===== config.mk =====
export PLATFORM = sky130hd
export DESIGN_NAME = expander_config_and_change_detect
export DESIGN_NICKNAME = d
export VERILOG_FILES = /design/src/shared/expander_pkg.sv /design/src/hdl/expander_config_and_change_detect.sv
export VERILOG_INCLUDE_DIRS = /design/src /design/src/shared
export SDC_FILE = /design/constraint.sdc
export NUM_CORES = 1
export LEC_CHECK = 0
export BUFFER_PORTS_ARGS = -buffer_cell sky130_fd_sc_hd__buf_2
export CAP_MARGIN = 30
export CORE_UTILIZATION = 30
export DETAILED_ROUTE_END_ITERATION = 10
export SYNTH_ARGS = -nofsm -noshare
export SYNTH_HDL_FRONTEND = slang
export SYNTH_SLANG_ARGS = --single-unit

===== constraint.sdc =====
create_clock -name ref_clk_in -period 1.08 [get_ports ref_clk_in]
set_clock_uncertainty 0.05 [all_clocks]
set_input_delay 0.054 -clock ref_clk_in [delete_from_list [all_inputs] [get_ports ref_clk_in]]
set_output_delay 0.054 -clock ref_clk_in [all_outputs]
set_load 0.03 [all_outputs]

===== src/shared/expander_defines.svh =====
`ifndef EXPANDER_DEFINES_SVH
`define EXPANDER_DEFINES_SVH

`define CTRL_ADDR          8'h04
`define MASK_ADDR          8'h06
`define CTRL_RUN_BIT       0
`define CTRL_DETECT_BIT    7
`define CTRL_RESET         8'h00
`define CTRL_RUN_RESET     1'b0
`define CTRL_DETECT_RESET  1'b0
`define FLAG_RESET         1'b0
`define LEVEL_RESET        7'h00
`define RDATA_RESET        8'h00
`define UNMAPPED_DATA      8'h00
`define MASK_RESET         7'h00
`define MASK_FLAG_BIT      7
`define MASK_PORT_BASE     24
`define MASK_PORT_COUNT    7

`endif


===== src/shared/expander_pkg.sv =====
package expander_pkg;
	typedef logic [7:0] reg_byte_type;
	typedef logic [6:0] port_mask_type;
endpackage : expander_pkg


===== src/hdl/expander_config_and_change_detect.sv =====
`include "expander_defines.svh"

module expander_config_and_change_detect (
	input  wire logic                        ref_clk_in,
	input  wire logic                        rst_in,
	input  wire logic [7:0]                  reg_addr_in,
	input  wire logic                        reg_wr_in,
	input  wire logic                        reg_rd_in,
	input  wire expander_pkg::reg_byte_type  reg_wdata_in,
	input  wire expander_pkg::port_mask_type port_level_in,
	output logic [7:0]                       reg_rdata_out,
	output logic                             run_out,
	output logic                             detect_en_out,
	output logic                             change_irq_out
);

	////////////////////////////////////////////////////////////////////
	// state held in flip-flops

	logic                        run_reg;
	logic                        detect_reg;
	expander_pkg::port_mask_type mask_reg;
	expander_pkg::port_mask_type level_reg;
	logic                        flag_reg;
	expander_pkg::reg_byte_type  rdata_reg;

	////////////////////////////////////////////////////////////////////
	// next values

	logic                        run_next;
	logic                        detect_next;
	expander_pkg::port_mask_type mask_next;
	expander_pkg::port_mask_type level_next;
	logic                        flag_next;
	expander_pkg::reg_byte_type  rdata_next;

	////////////////////////////////////////////////////////////////////
	// address decode

	wire ctrl_sel;
	wire mask_sel;
	wire ctrl_wr;
	wire mask_wr;
	wire mask_rd;

	assign ctrl_sel = (reg_addr_in == `CTRL_ADDR);
	assign mask_sel = (reg_addr_in == `MASK_ADDR);
	assign ctrl_wr  = reg_wr_in & ctrl_sel;
	assign mask_wr  = reg_wr_in & mask_sel;
	// only a read of the mask register clears the flag
	assign mask_rd  = reg_rd_in & mask_sel;

	////////////////////////////////////////////////////////////////////
	// control register write

	// bit 6 and bits 5..1 of a write are dropped
	assign run_next    = ctrl_wr ? reg_wdata_in[`CTRL_RUN_BIT]
	                             : run_reg;
	// detection is independent of the shutdown bit
	assign detect_next = ctrl_wr ? reg_wdata_in[`CTRL_DETECT_BIT]
	                             : detect_reg;

	////////////////////////////////////////////////////////////////////
	// per-port mask write and change detection

	expander_pkg::port_mask_type port_moved;
	expander_pkg::port_mask_type hit;

	genvar g;
	generate
		for (g = 0; g < `MASK_PORT_COUNT; g++) begin : g_port
			// a 1 lets this port raise the flag
			assign mask_next[g]  = mask_wr ? reg_wdata_in[g]
			                               : mask_reg[g];
			// ports are taken as synchronous, sampled every cycle
			assign level_next[g] = port_level_in[g];
			assign port_moved[g] = port_level_in[g] ^ level_reg[g];
			assign hit[g]        = mask_reg[g] & port_moved[g];
		end
	endgenerate

	////////////////////////////////////////////////////////////////////
	// change flag

	wire change_seen;
	wire flag_keep;

	assign change_seen = detect_reg & (|hit);
	assign flag_keep   = flag_reg & ~mask_rd;
	// a change in the read cycle beats the clear
	assign flag_next   = change_seen | flag_keep;

	////////////////////////////////////////////////////////////////////
	// read views

	expander_pkg::reg_byte_type ctrl_view;
	expander_pkg::reg_byte_type mask_view;
	expander_pkg::reg_byte_type read_view;

	genvar b;
	generate
		for (b = 0; b < 8; b++) begin : g_ctrl_bit
			if (b == `CTRL_RUN_BIT) begin : g_run
				assign ctrl_view[b] = run_reg;
			end else if (b == `CTRL_DETECT_BIT) begin : g_detect
				assign ctrl_view[b] = detect_reg;
			end else begin : g_zero
				assign ctrl_view[b] = 1'b0;
			end
		end
	endgenerate

	// flag sits in bit 7 above the stored masks
	assign mask_view = {flag_reg, mask_reg};

	// unmapped addresses read as zero
	assign read_view  = ctrl_sel ? ctrl_view :
	                    mask_sel ? mask_view : `UNMAPPED_DATA;
	// data stands until the next read
	assign rdata_next = reg_rd_in ? read_view : rdata_reg;

	////////////////////////////////////////////////////////////////////
	// run bit
	// resets to shutdown

	always_ff @(posedge ref_clk_in) begin
		if (rst_in) begin
			run_reg <= `CTRL_RUN_RESET;
		end else begin
			run_reg <= run_next;
		end
	end

	////////////////////////////////////////////////////////////////////
	// detect enable bit
	// resets to detection off

	always_ff @(posedge ref_clk_in) begin
		if (rst_in) begin
			detect_reg <= `CTRL_DETECT_RESET;
		end else begin
			detect_reg <= detect_next;
		end
	end

	////////////////////////////////////////////////////////////////////
	// port masks
	// reset masks every port off

	always_ff @(posedge ref_clk_in) begin
		if (rst_in) begin
			mask_reg <= `MASK_RESET;
		end else begin
			mask_reg <= mask_next;
		end
	end

	////////////////////////////////////////////////////////////////////
	// previous port levels
	// tracks the ports so a change is one cycle wide

	always_ff @(posedge ref_clk_in) begin
		if (rst_in) begin
			level_reg <= `LEVEL_RESET;
		end else begin
			level_reg <= level_next;
		end
	end

	////////////////////////////////////////////////////////////////////
	// change flag
	// held until a mask read with no new change

	always_ff @(posedge ref_clk_in) begin
		if (rst_in) begin
			flag_reg <= `FLAG_RESET;
		end else begin
			flag_reg <= flag_next;
		end
	end

	////////////////////////////////////////////////////////////////////
	// read data
	// captured at the read edge, shown one cycle later

	always_ff @(posedge ref_clk_in) begin
		if (rst_in) begin
			rdata_reg <= `RDATA_RESET;
		end else begin
			rdata_reg <= rdata_next;
		end
	end

	////////////////////////////////////////////////////////////////////
	// outputs

	assign reg_rdata_out  = rdata_reg;
	assign run_out        = run_reg;
	assign detect_en_out  = detect_reg;
	assign change_irq_out = flag_reg;

endmodule : expander_config_and_change_detect


==> flow_summary.ini, run 1 <==
[outcome]
status = finished, violations left
violations = negative setup slack

[cells_and_area]
final_cell_mix = 36 x buf_2, 23 x dfxtp_1, 16 x dlygate4sd3_1, 9 x mux2i_1, 9 x nor2_1
fillCellCount = 305
antennaDiodeCount = 0
finalInstanceArea_um2 = 1446
area_growth_pct = 46.33
fin_nets = 176
fin_cells = 192
seqCellArea_um2 = 503.0
drive_gt1_frac = 0.4054
multi_input_area_um2 = 475.5
mostFrequentLayoutCell = buf_2
largest_reg_flops = 8

[critical_path]
start_kind = flop
cp-startpoint = level_reg[6]
endpoint_kind = flop
arrival_ps = 1370
critPathMaxFanout = 1
critical_path_class = reg -> reg
crit_required_ps = 1250
reg2reg_from = level_reg[6]

[clocking]
cts.htree.levels = 1
cts_setup_buffers = 0
clock-sinks = 25
cts-root-buf = clkbuf_4
insertion_delay_ps = 320
path_clk_slew_ps = 140
cts_max_path_buffers = 2
cts_tree = done
numCtsBuffers = 3

[placed_design]
routabilityCongestion = 0.7526
post_dp_cell_area_um2 = 1251
dp_hpwl_um = 1629
post-place-cells = 172
port_buffers = 37

[synth]
syn_area_um2 = 988.4
synth-seq-cells = 25
syn_inst = 89
syn_nets = 116
synthDistinctLibCells = 24
yosys-top-cells-area = dfxtp_1 51%, mux2i_1 9.1%, xor2_1 6.2%
yosysTopAreaCellShare = 0.5063
ys_seq_area_frac = 0.5063
synth_top_cell_by_area = dfxtp_1
avgSynthCellArea_um2 = 11.11
yosysWarnings = 0

[grt]
grt_pass1_wl_um = 3636
track_usage = 0.1427
antenna_found_initial = 0
grt_pass1_vias = 837
grt_max_degree = 21
grt.overflow.total = 0

[timing]
hold_viol_final = 0
max_freq_ghz = 0.8334
holdWs_ps = 97.42
rsz0062_at_grt = true
setup_ws_ps = -119.9
setup_viol = 1
tightest_slew_ps = 289.7
period_minus_slack_ps = 1200
finalCritPeriodShare = 1.111
drv_slew = 0
slew_headroom = 0.8058

[floorplan]
ioPinCount = 38
start_util = 0.3211
die_x_um = 59.40
placementRows = 20
core_um2 = 3078
die_h_um = 59.40
die-area_um2 = 3528

[drt]
drt_wl_total_um = 2328
num_vias = 860
drtIter0Drc = 26
route.detailed.drc = 0
detail_route.wl_per_cell_um = 12.13
drtPass1Iterations = 4
via_per_inst = 4.479
route.antenna.remaining_nets = 0

[pwr]
seq_power_share = 0.615
internal_power_w = 0.001177
pwr-share-clk = 0.275
combinationalPowerShare = 0.110
power_density_nw_per_um2 = 1061
swShare = 0.2326
p_leak_nw = 0.7137
ir_worst_vdd_v = 0.0006139
p_sw_w = 0.0003570

[hold_path]
hp-class = in -> reg
worstHoldStart = reg_addr_in[1]

[job]
max-cap-violations = 0
==> synth_stat cells (all sizes together) <==
library cell and instances:
dfxtp 25, nor2 10, mux2i 9, nor2b 7, xor2 7, a22o 6, nand2b 3, a21oi 2
a22oi 2, clkbuf 2, mux2 2, nand3 2, nand4 2, a222oi 1, and2 1, and3 1
and4b 1, buf 1, nand2 1, nand4b 1, nor3 1, nor4b 1, o22ai 1
==> logic make-up (layout without fill, tap and decap cells) <==
group	after synthesis	count (layout)	share of synthesized area
and+or+nand+nor	31	31	0.2000
DFF	25	25	0.5063
AOI/OAI and AO/OA	12	12	0.1025
muxes	11	11	0.1139
xor gates and xnor gates	7	7	0.06203
buffers and inverters	3	62	0.01520
==> power by group through the flow <==
stage | registers, W | clock network (W) | logic, W
CTS | 0.000943 | 0.000434 | 0.000167
detailed placement | 0.000964 | 0 | 0.000122
global route | 0.000946 | 0.000481 | 0.000184
floorplan | 0.000962 | 0 | 0.0000490
global placement | 0.000962 | 0 | 0.000119
finish | 0.000943 | 0.000422 | 0.000169
==> path summary, 6_finish.rpt <==
path | endpoint | slack, ps | cells after the start
min | change_irq_out | 100 | 4
min reg2reg | reg_rdata_out[7] | 430 | 2
max | change_irq_out | -120 | 4
max reg2reg | change_irq_out | -120 | 4
==> worst max-delay path, cell delays in order (launching register included) <==
cell,delay [ps]
dfxtp_2,340
xor2_1,130
a222oi_1,320
and3_1,210
o22ai_1,60
==> metrics by stage <==
stage                     worst slack [ps]    util  TNS (ps)  total power, W
after detailed placement            -212.8  0.4065     -2526        0.001086
final                               -119.9  0.4699    -119.9        0.001534
after CTS                           -150.6  0.4675    -150.6        0.001544
after floorplan                     -7.432       -    -27.00        0.001011
after global routing                -195.7  0.4699    -195.7        0.001611
after global placement              -180.5  0.4065     -2173        0.001081
==> area by class of cell <==
| type | count | area share |
|---|---|---|
| sequential | 25 | 0.3477 |
| multi-input combinational | 61 | 0.3287 |
| timing repair buffer | 58 | 0.2664 |
| tap | 44 | 0.03806 |
| clock buffer | 3 | 0.01557 |
| clock inverter | 1 | 0.003460 |
==> per-layer routing <==
layer,track usage,wire (um)
met5,0,0
met4,0.1020,68
met3,0.01528,62
met2,0.2584,1276
met1,0.1525,921
==> timing repair <==
| action | in CTS | in global routing |
|---|---|---|
| hold endpoints to repair | 18 | 0 |
| hold buffers | 16 | 0 |
| pin swaps | 0 | 0 |
| endpoints found under the setup margin | 1 | 8 |
| gates resized for setup | 0 | 4 |
| gates cloned | 0 | 0 |
No activity file was read; power rests on OpenSTA's default activity.
==> run 2, diff against run 1 <==
--- a/config.mk
+++ b/config.mk
@@ -10,6 +10,7 @@
 export CAP_MARGIN = 30
 export CORE_UTILIZATION = 30
 export DETAILED_ROUTE_END_ITERATION = 10
+export SKIP_CTS_REPAIR_TIMING = 1
 export SYNTH_ARGS = -nofsm -noshare
 export SYNTH_HDL_FRONTEND = slang
 export SYNTH_SLANG_ARGS = --single-unit
==> run 2 against run 1 <==
Global-route usage decreased by 1.2 points. Core utilization decreased by 0.081 points. Via count decreased by 1.9%. The flow still finishes with violations (negative setup slack). Largest power group unchanged. Fmax decreased by 0.23%.
==> flow_summary.ini, run 2 (synthesis gave the netlist of run 1 again) <==
[outcome]
status = finished, violations left
violations = negative setup slack

[critical_path]
crit_required_ps = 1250
critical_path_class = reg -> reg
critical-path-top-delay-family = compound AO/OA/AOI/OAI gates
start_kind = flop
worst_r2r_path_depth = 4
critPathMaxStageDelay_ps = 340
r2r_end = change_irq_out
arrival_ps = 1380
critPathMaxFanout = 1
slowest_stage = dfxtp_2
reg2reg_from = level_reg[6]
endpoint_kind = flop
cp_cell_sequence = xor2_1 -> a222oi_1 -> and3_1 -> o22ai_1
critPathBufInv = 0
reg2reg_slack_ps = -120

[timing]
slew_headroom = 0.7462
max_freq_ghz = 0.8315
setup_viol = 1
drv_slew = 0
rsz0062_at_grt = true
tightest_slew_ps = 379.3
period_minus_slack_ps = 1203
hold_viol_final = 0
finalCritPeriodShare = 1.114
setup_ws_ps = -122.7

[placed_design]
routabilityCongestion = 0.7526
post-place-cells = 172
port_buffers = 37
dp_hpwl_um = 1629
post_dp_cell_area_um2 = 1251

[clocking]
cts_max_path_buffers = 2
cts_tree = done
path_clk_slew_ps = 130
clock-sinks = 25
cts-root-buf = clkbuf_4
insertion_delay_ps = 320
cts.htree.levels = 1
numCtsBuffers = 3

[floorplan]
placementRows = 20
ioPinCount = 38
die_h_um = 59.40
core_um2 = 3078
die-area_um2 = 3528
start_util = 0.3211
die_x_um = 59.40

[drt]
dr_wl_met2_um = 1225
route.antenna.remaining_nets = 0
num_vias = 844
routed.top_layer = met4
detail_route.wl_per_cell_um = 11.84
dr_wl_met3_um = 56
drt_wl_total_um = 2273
route.detailed.drc = 0
wl_met1_um = 929
drtIter0Drc = 14
via_per_inst = 4.396
drtPass1Iterations = 4

[hold_path]
worstHoldStart = reg_rd_in
holdPathEnd = reg_rdata_out[7]
hold_path_depth = 3
hp-class = in -> reg

[cells_and_area]
fin_cells = 192
mostFrequentLayoutCell = buf_2
drive_gt1_frac = 0.3986
area_growth_pct = 46.08
antennaDiodeCount = 0
finalInstanceArea_um2 = 1444
fin_nets = 176
largest_reg_flops = 8
final_cell_mix = 36 x buf_2, 23 x dfxtp_1, 16 x dlygate4sd3_1, 10 x nor2_1, 9 x mux2i_1

[pwr]
internal_power_w = 0.001177
power_density_nw_per_um2 = 1061
combinationalPowerShare = 0.109
pwr-share-clk = 0.275
p_leak_nw = 0.7137
swShare = 0.2318
p_sw_w = 0.0003551
ir_worst_vdd_v = 0.0006141
seq_power_share = 0.616

[grt]
track_usage = 0.1303
antenna_found_initial = 0
grt_pass1_wl_um = 3339
grt_pass1_vias = 763
grt_max_degree = 21
grt.overflow.total = 0

[job]
max-cap-violations = 0
[run 2: cell count changes in the layout (fill, tap and decap cells not counted)]
| cell | before | now |
|---|---|---|
| nor2_1 | 9 | 10 |
| nor2_2 | 1 | 0 |
[run 2: worst register-to-register path, delay by kind of cell (launching register included)]
kind,cells,cell delay [ps]
and+or+nand+nor,1,210
xor gates and xnor gates,1,130
AOI/OAI and AO/OA,2,380
DFF,1,340
[run 2: final cells by class]
class / count / area [um2]
clock inverters: 1 / 5.005
clock buffers: 3 / 22.52
fillers: 300 / 1634
repair buffers: 58 / 385.4
well taps: 44 / 55.05
multi-input cells: 61 / 473.0
flip-flops and latches: 25 / 503.0
[run 2: stage by stage]
step           power (W)    util  worst slack, ps  hold slack [ps]  setup TNS [ps]
2_1_floorplan   0.001011       -           -7.432            132.2          -27.00
5_1_grt         0.001610  0.4691           -195.8            15.93          -195.8
3_5_place_dp    0.001086  0.4065           -212.8            246.2           -2526
3_3_place_gp    0.001081  0.4065           -180.5            237.1           -2173
4_1_cts         0.001500  0.4154           -150.6           -100.2          -150.6
6_report        0.001532  0.4691           -122.7            5.415          -122.7
[run 2: metal layers]
metal / global-route usage / up-vias
li1: - / 434
met1: 0.1471 / 391
met2: 0.2279 / 14
met3: 0.01310 / 5
met4: 0.09184 / 0
met5: 0 / -
[run 2: power groups by stage]
stage	clock (W)	combinational [W]	sequential [W]
after detailed placement	0	0.000122	0.000964
final	0.000422	0.000167	0.000943
after CTS	0.000434	0.000123	0.000943
after floorplan	0	0.0000490	0.000962
after global routing	0.000481	0.000184	0.000946
after global placement	0	0.000119	0.000962
[run 2: worst max-delay path by stage]
| stage | endpoint | slack (ps) | start | cells past startpoint |
|---|---|---|---|---|
| after floorplan | change_irq_out | -7 | level_reg[6] | 4 |
| after global placement | reg_rdata_out[5] | -180 | reg_addr_in[7] | 5 |
| after detailed placement | reg_rdata_out[5] | -210 | reg_addr_in[7] | 5 |
| after CTS | change_irq_out | -150 | level_reg[6] | 4 |
| after global routing | change_irq_out | -200 | level_reg[6] | 4 |
| final | change_irq_out | -120 | level_reg[6] | 4 |
==> run 3, diff against run 2 <==
--- a/config.mk
+++ b/config.mk
@@ -8,6 +8,7 @@
 export LEC_CHECK = 0
 export BUFFER_PORTS_ARGS = -buffer_cell sky130_fd_sc_hd__buf_2
 export CAP_MARGIN = 30
+export CORE_ASPECT_RATIO = 1.5
 export CORE_UTILIZATION = 30
 export DETAILED_ROUTE_END_ITERATION = 10
 export SKIP_CTS_REPAIR_TIMING = 1
==> run 3 against run 2 <==
The flow finishes with violations (negative hold slack, negative setup slack). Fmax rose by 0.90%. Worst hold slack got worse by 31 ps. Clock power rose by 24%. Combinational power fell by 9%. Non-clock buffer count fell by 5. Die area rose by 0.13%. Via count fell by 1.5%. Critical path depth did not move. Sequential power barely moved.
==> flow_summary.ini, run 3 (synthesis gave the netlist of run 1 again) <==
[outcome]
status = finished, violations left
violations = negative hold slack, negative setup slack

[critical_path]
critPathMaxFanout = 1
crit_required_ps = 1180
reg2reg_slack_ps = -110
critical_path_class = reg -> reg
worst_r2r_path_depth = 4
arrival_ps = 1290
endpoint_kind = flop
start_kind = flop

[drt]
detail_route.wl_per_cell_um = 11.09
drtPass1Iterations = 4
num_vias = 831
via_per_inst = 4.541
drt_wl_total_um = 2030
route.detailed.drc = 0
drtIter0Drc = 15
route.antenna.remaining_nets = 0

[clocking]
cts_max_path_buffers = 2
numCtsBuffers = 3
clock-sinks = 25
cts.htree.levels = 1
insertion_delay_ps = 260
path_clk_slew_ps = 80
cts_tree = done
cts-root-buf = clkbuf_8

[cells_and_area]
multi_input_area_um2 = 474.2
drive_gt1_frac = 0.3986
utilization = 0.4440
finalInstanceArea_um2 = 1403
largest_reg_flops = 8
seqCellArea_um2 = 500.5
area_growth_pct = 41.90
final_cell_mix = 37 x buf_2, 25 x dfxtp_1, 11 x dlygate4sd3_1, 10 x nor2_1, 9 x mux2i_1
antennaDiodeCount = 0
mostFrequentLayoutCell = buf_2
fin_nets = 171
fin_cells = 183
fillCellCount = 319

[placed_design]
post_dp_cell_area_um2 = 1246
port_buffers = 37
routabilityCongestion = 0.8144
dp_hpwl_um = 1533
dp_slack_ps = -237.3
post-place-cells = 168

[timing]
finalCritPeriodShare = 1.104
slew_headroom = 0.7566
holdWs_ps = -25.24
rsz0062_at_grt = true
setup_viol = 1
hold_viol_final = 3
period_minus_slack_ps = 1192
tightest_slew_ps = 363.7
setup_ws_ps = -112.0
drv_slew = 0
max_freq_ghz = 0.8389

[floorplan]
die_x_um = 48.87
die_h_um = 72.30
placementRows = 25
core_um2 = 3159
start_util = 0.3129
die-area_um2 = 3533
ioPinCount = 38

[pwr]
p_leak_nw = 0.6971
power_density_nw_per_um2 = 1154
ir_worst_vdd_v = 0.0006308

[grt]
antenna_found_initial = 0
grt_pass1_wl_um = 3111
grt_pass1_vias = 739
grt_max_degree = 19
grt.overflow.total = 0
track_usage = 0.1134

[job]
max-cap-violations = 0

[hold_path]
hold_path_depth = 3
hp-class = in -> reg
## run 3: path summary, 6_finish.rpt
kind	from	to
hold / removal	reg_wdata_in[7]	detect_en_out
hold reg to reg	reg_rdata_out[7]	reg_rdata_out[7]
setup / recovery	level_reg[6]	change_irq_out
setup reg to reg	level_reg[6]	change_irq_out
## run 3: layout make-up
class                   instances  area share
flip-flops and latches         25      0.3568
multi-input cells              61      0.3381
repair buffers                 53      0.2373
well taps                      40     0.03568
clock buffers                   4     0.03211
## run 3: report_power, final
part | leakage, nW | switching, W | internal, W
Combinational | 0.471 | 0.0000631 | 0.0000894
Clock | 0.0228 | 0.000263 | 0.000263
Sequential | 0.203 | 0.00000580 | 0.000935
## run 3: through the flow
step / setup TNS [ps] / total power [W]
2_1_floorplan: -27.00 / 0.001011
3_3_place_gp: -2268 / 0.001081
3_5_place_dp: -2777 / 0.001084
4_1_cts: -141.8 / 0.001613
5_1_grt: -219.0 / 0.001696
6_report: -112.0 / 0.001619
## run 3: critical path, stage by stage (launching register included)
cell	delay (ps)
dfxtp_1	310
xor2_1	130
a222oi_1	320
and3_1	210
o22ai_1	60
## run 3: per-layer routing
layer / GRT usage / share of wire / up-vias
met2: 0.2099 / 0.57 / 12
li1: - / - / 423
met5: 0 / 0 / -
met3: 0.01887 / 0.029 / 2
met1: 0.1221 / 0.39 / 394
met4: 0.05882 / 0.011 / 0
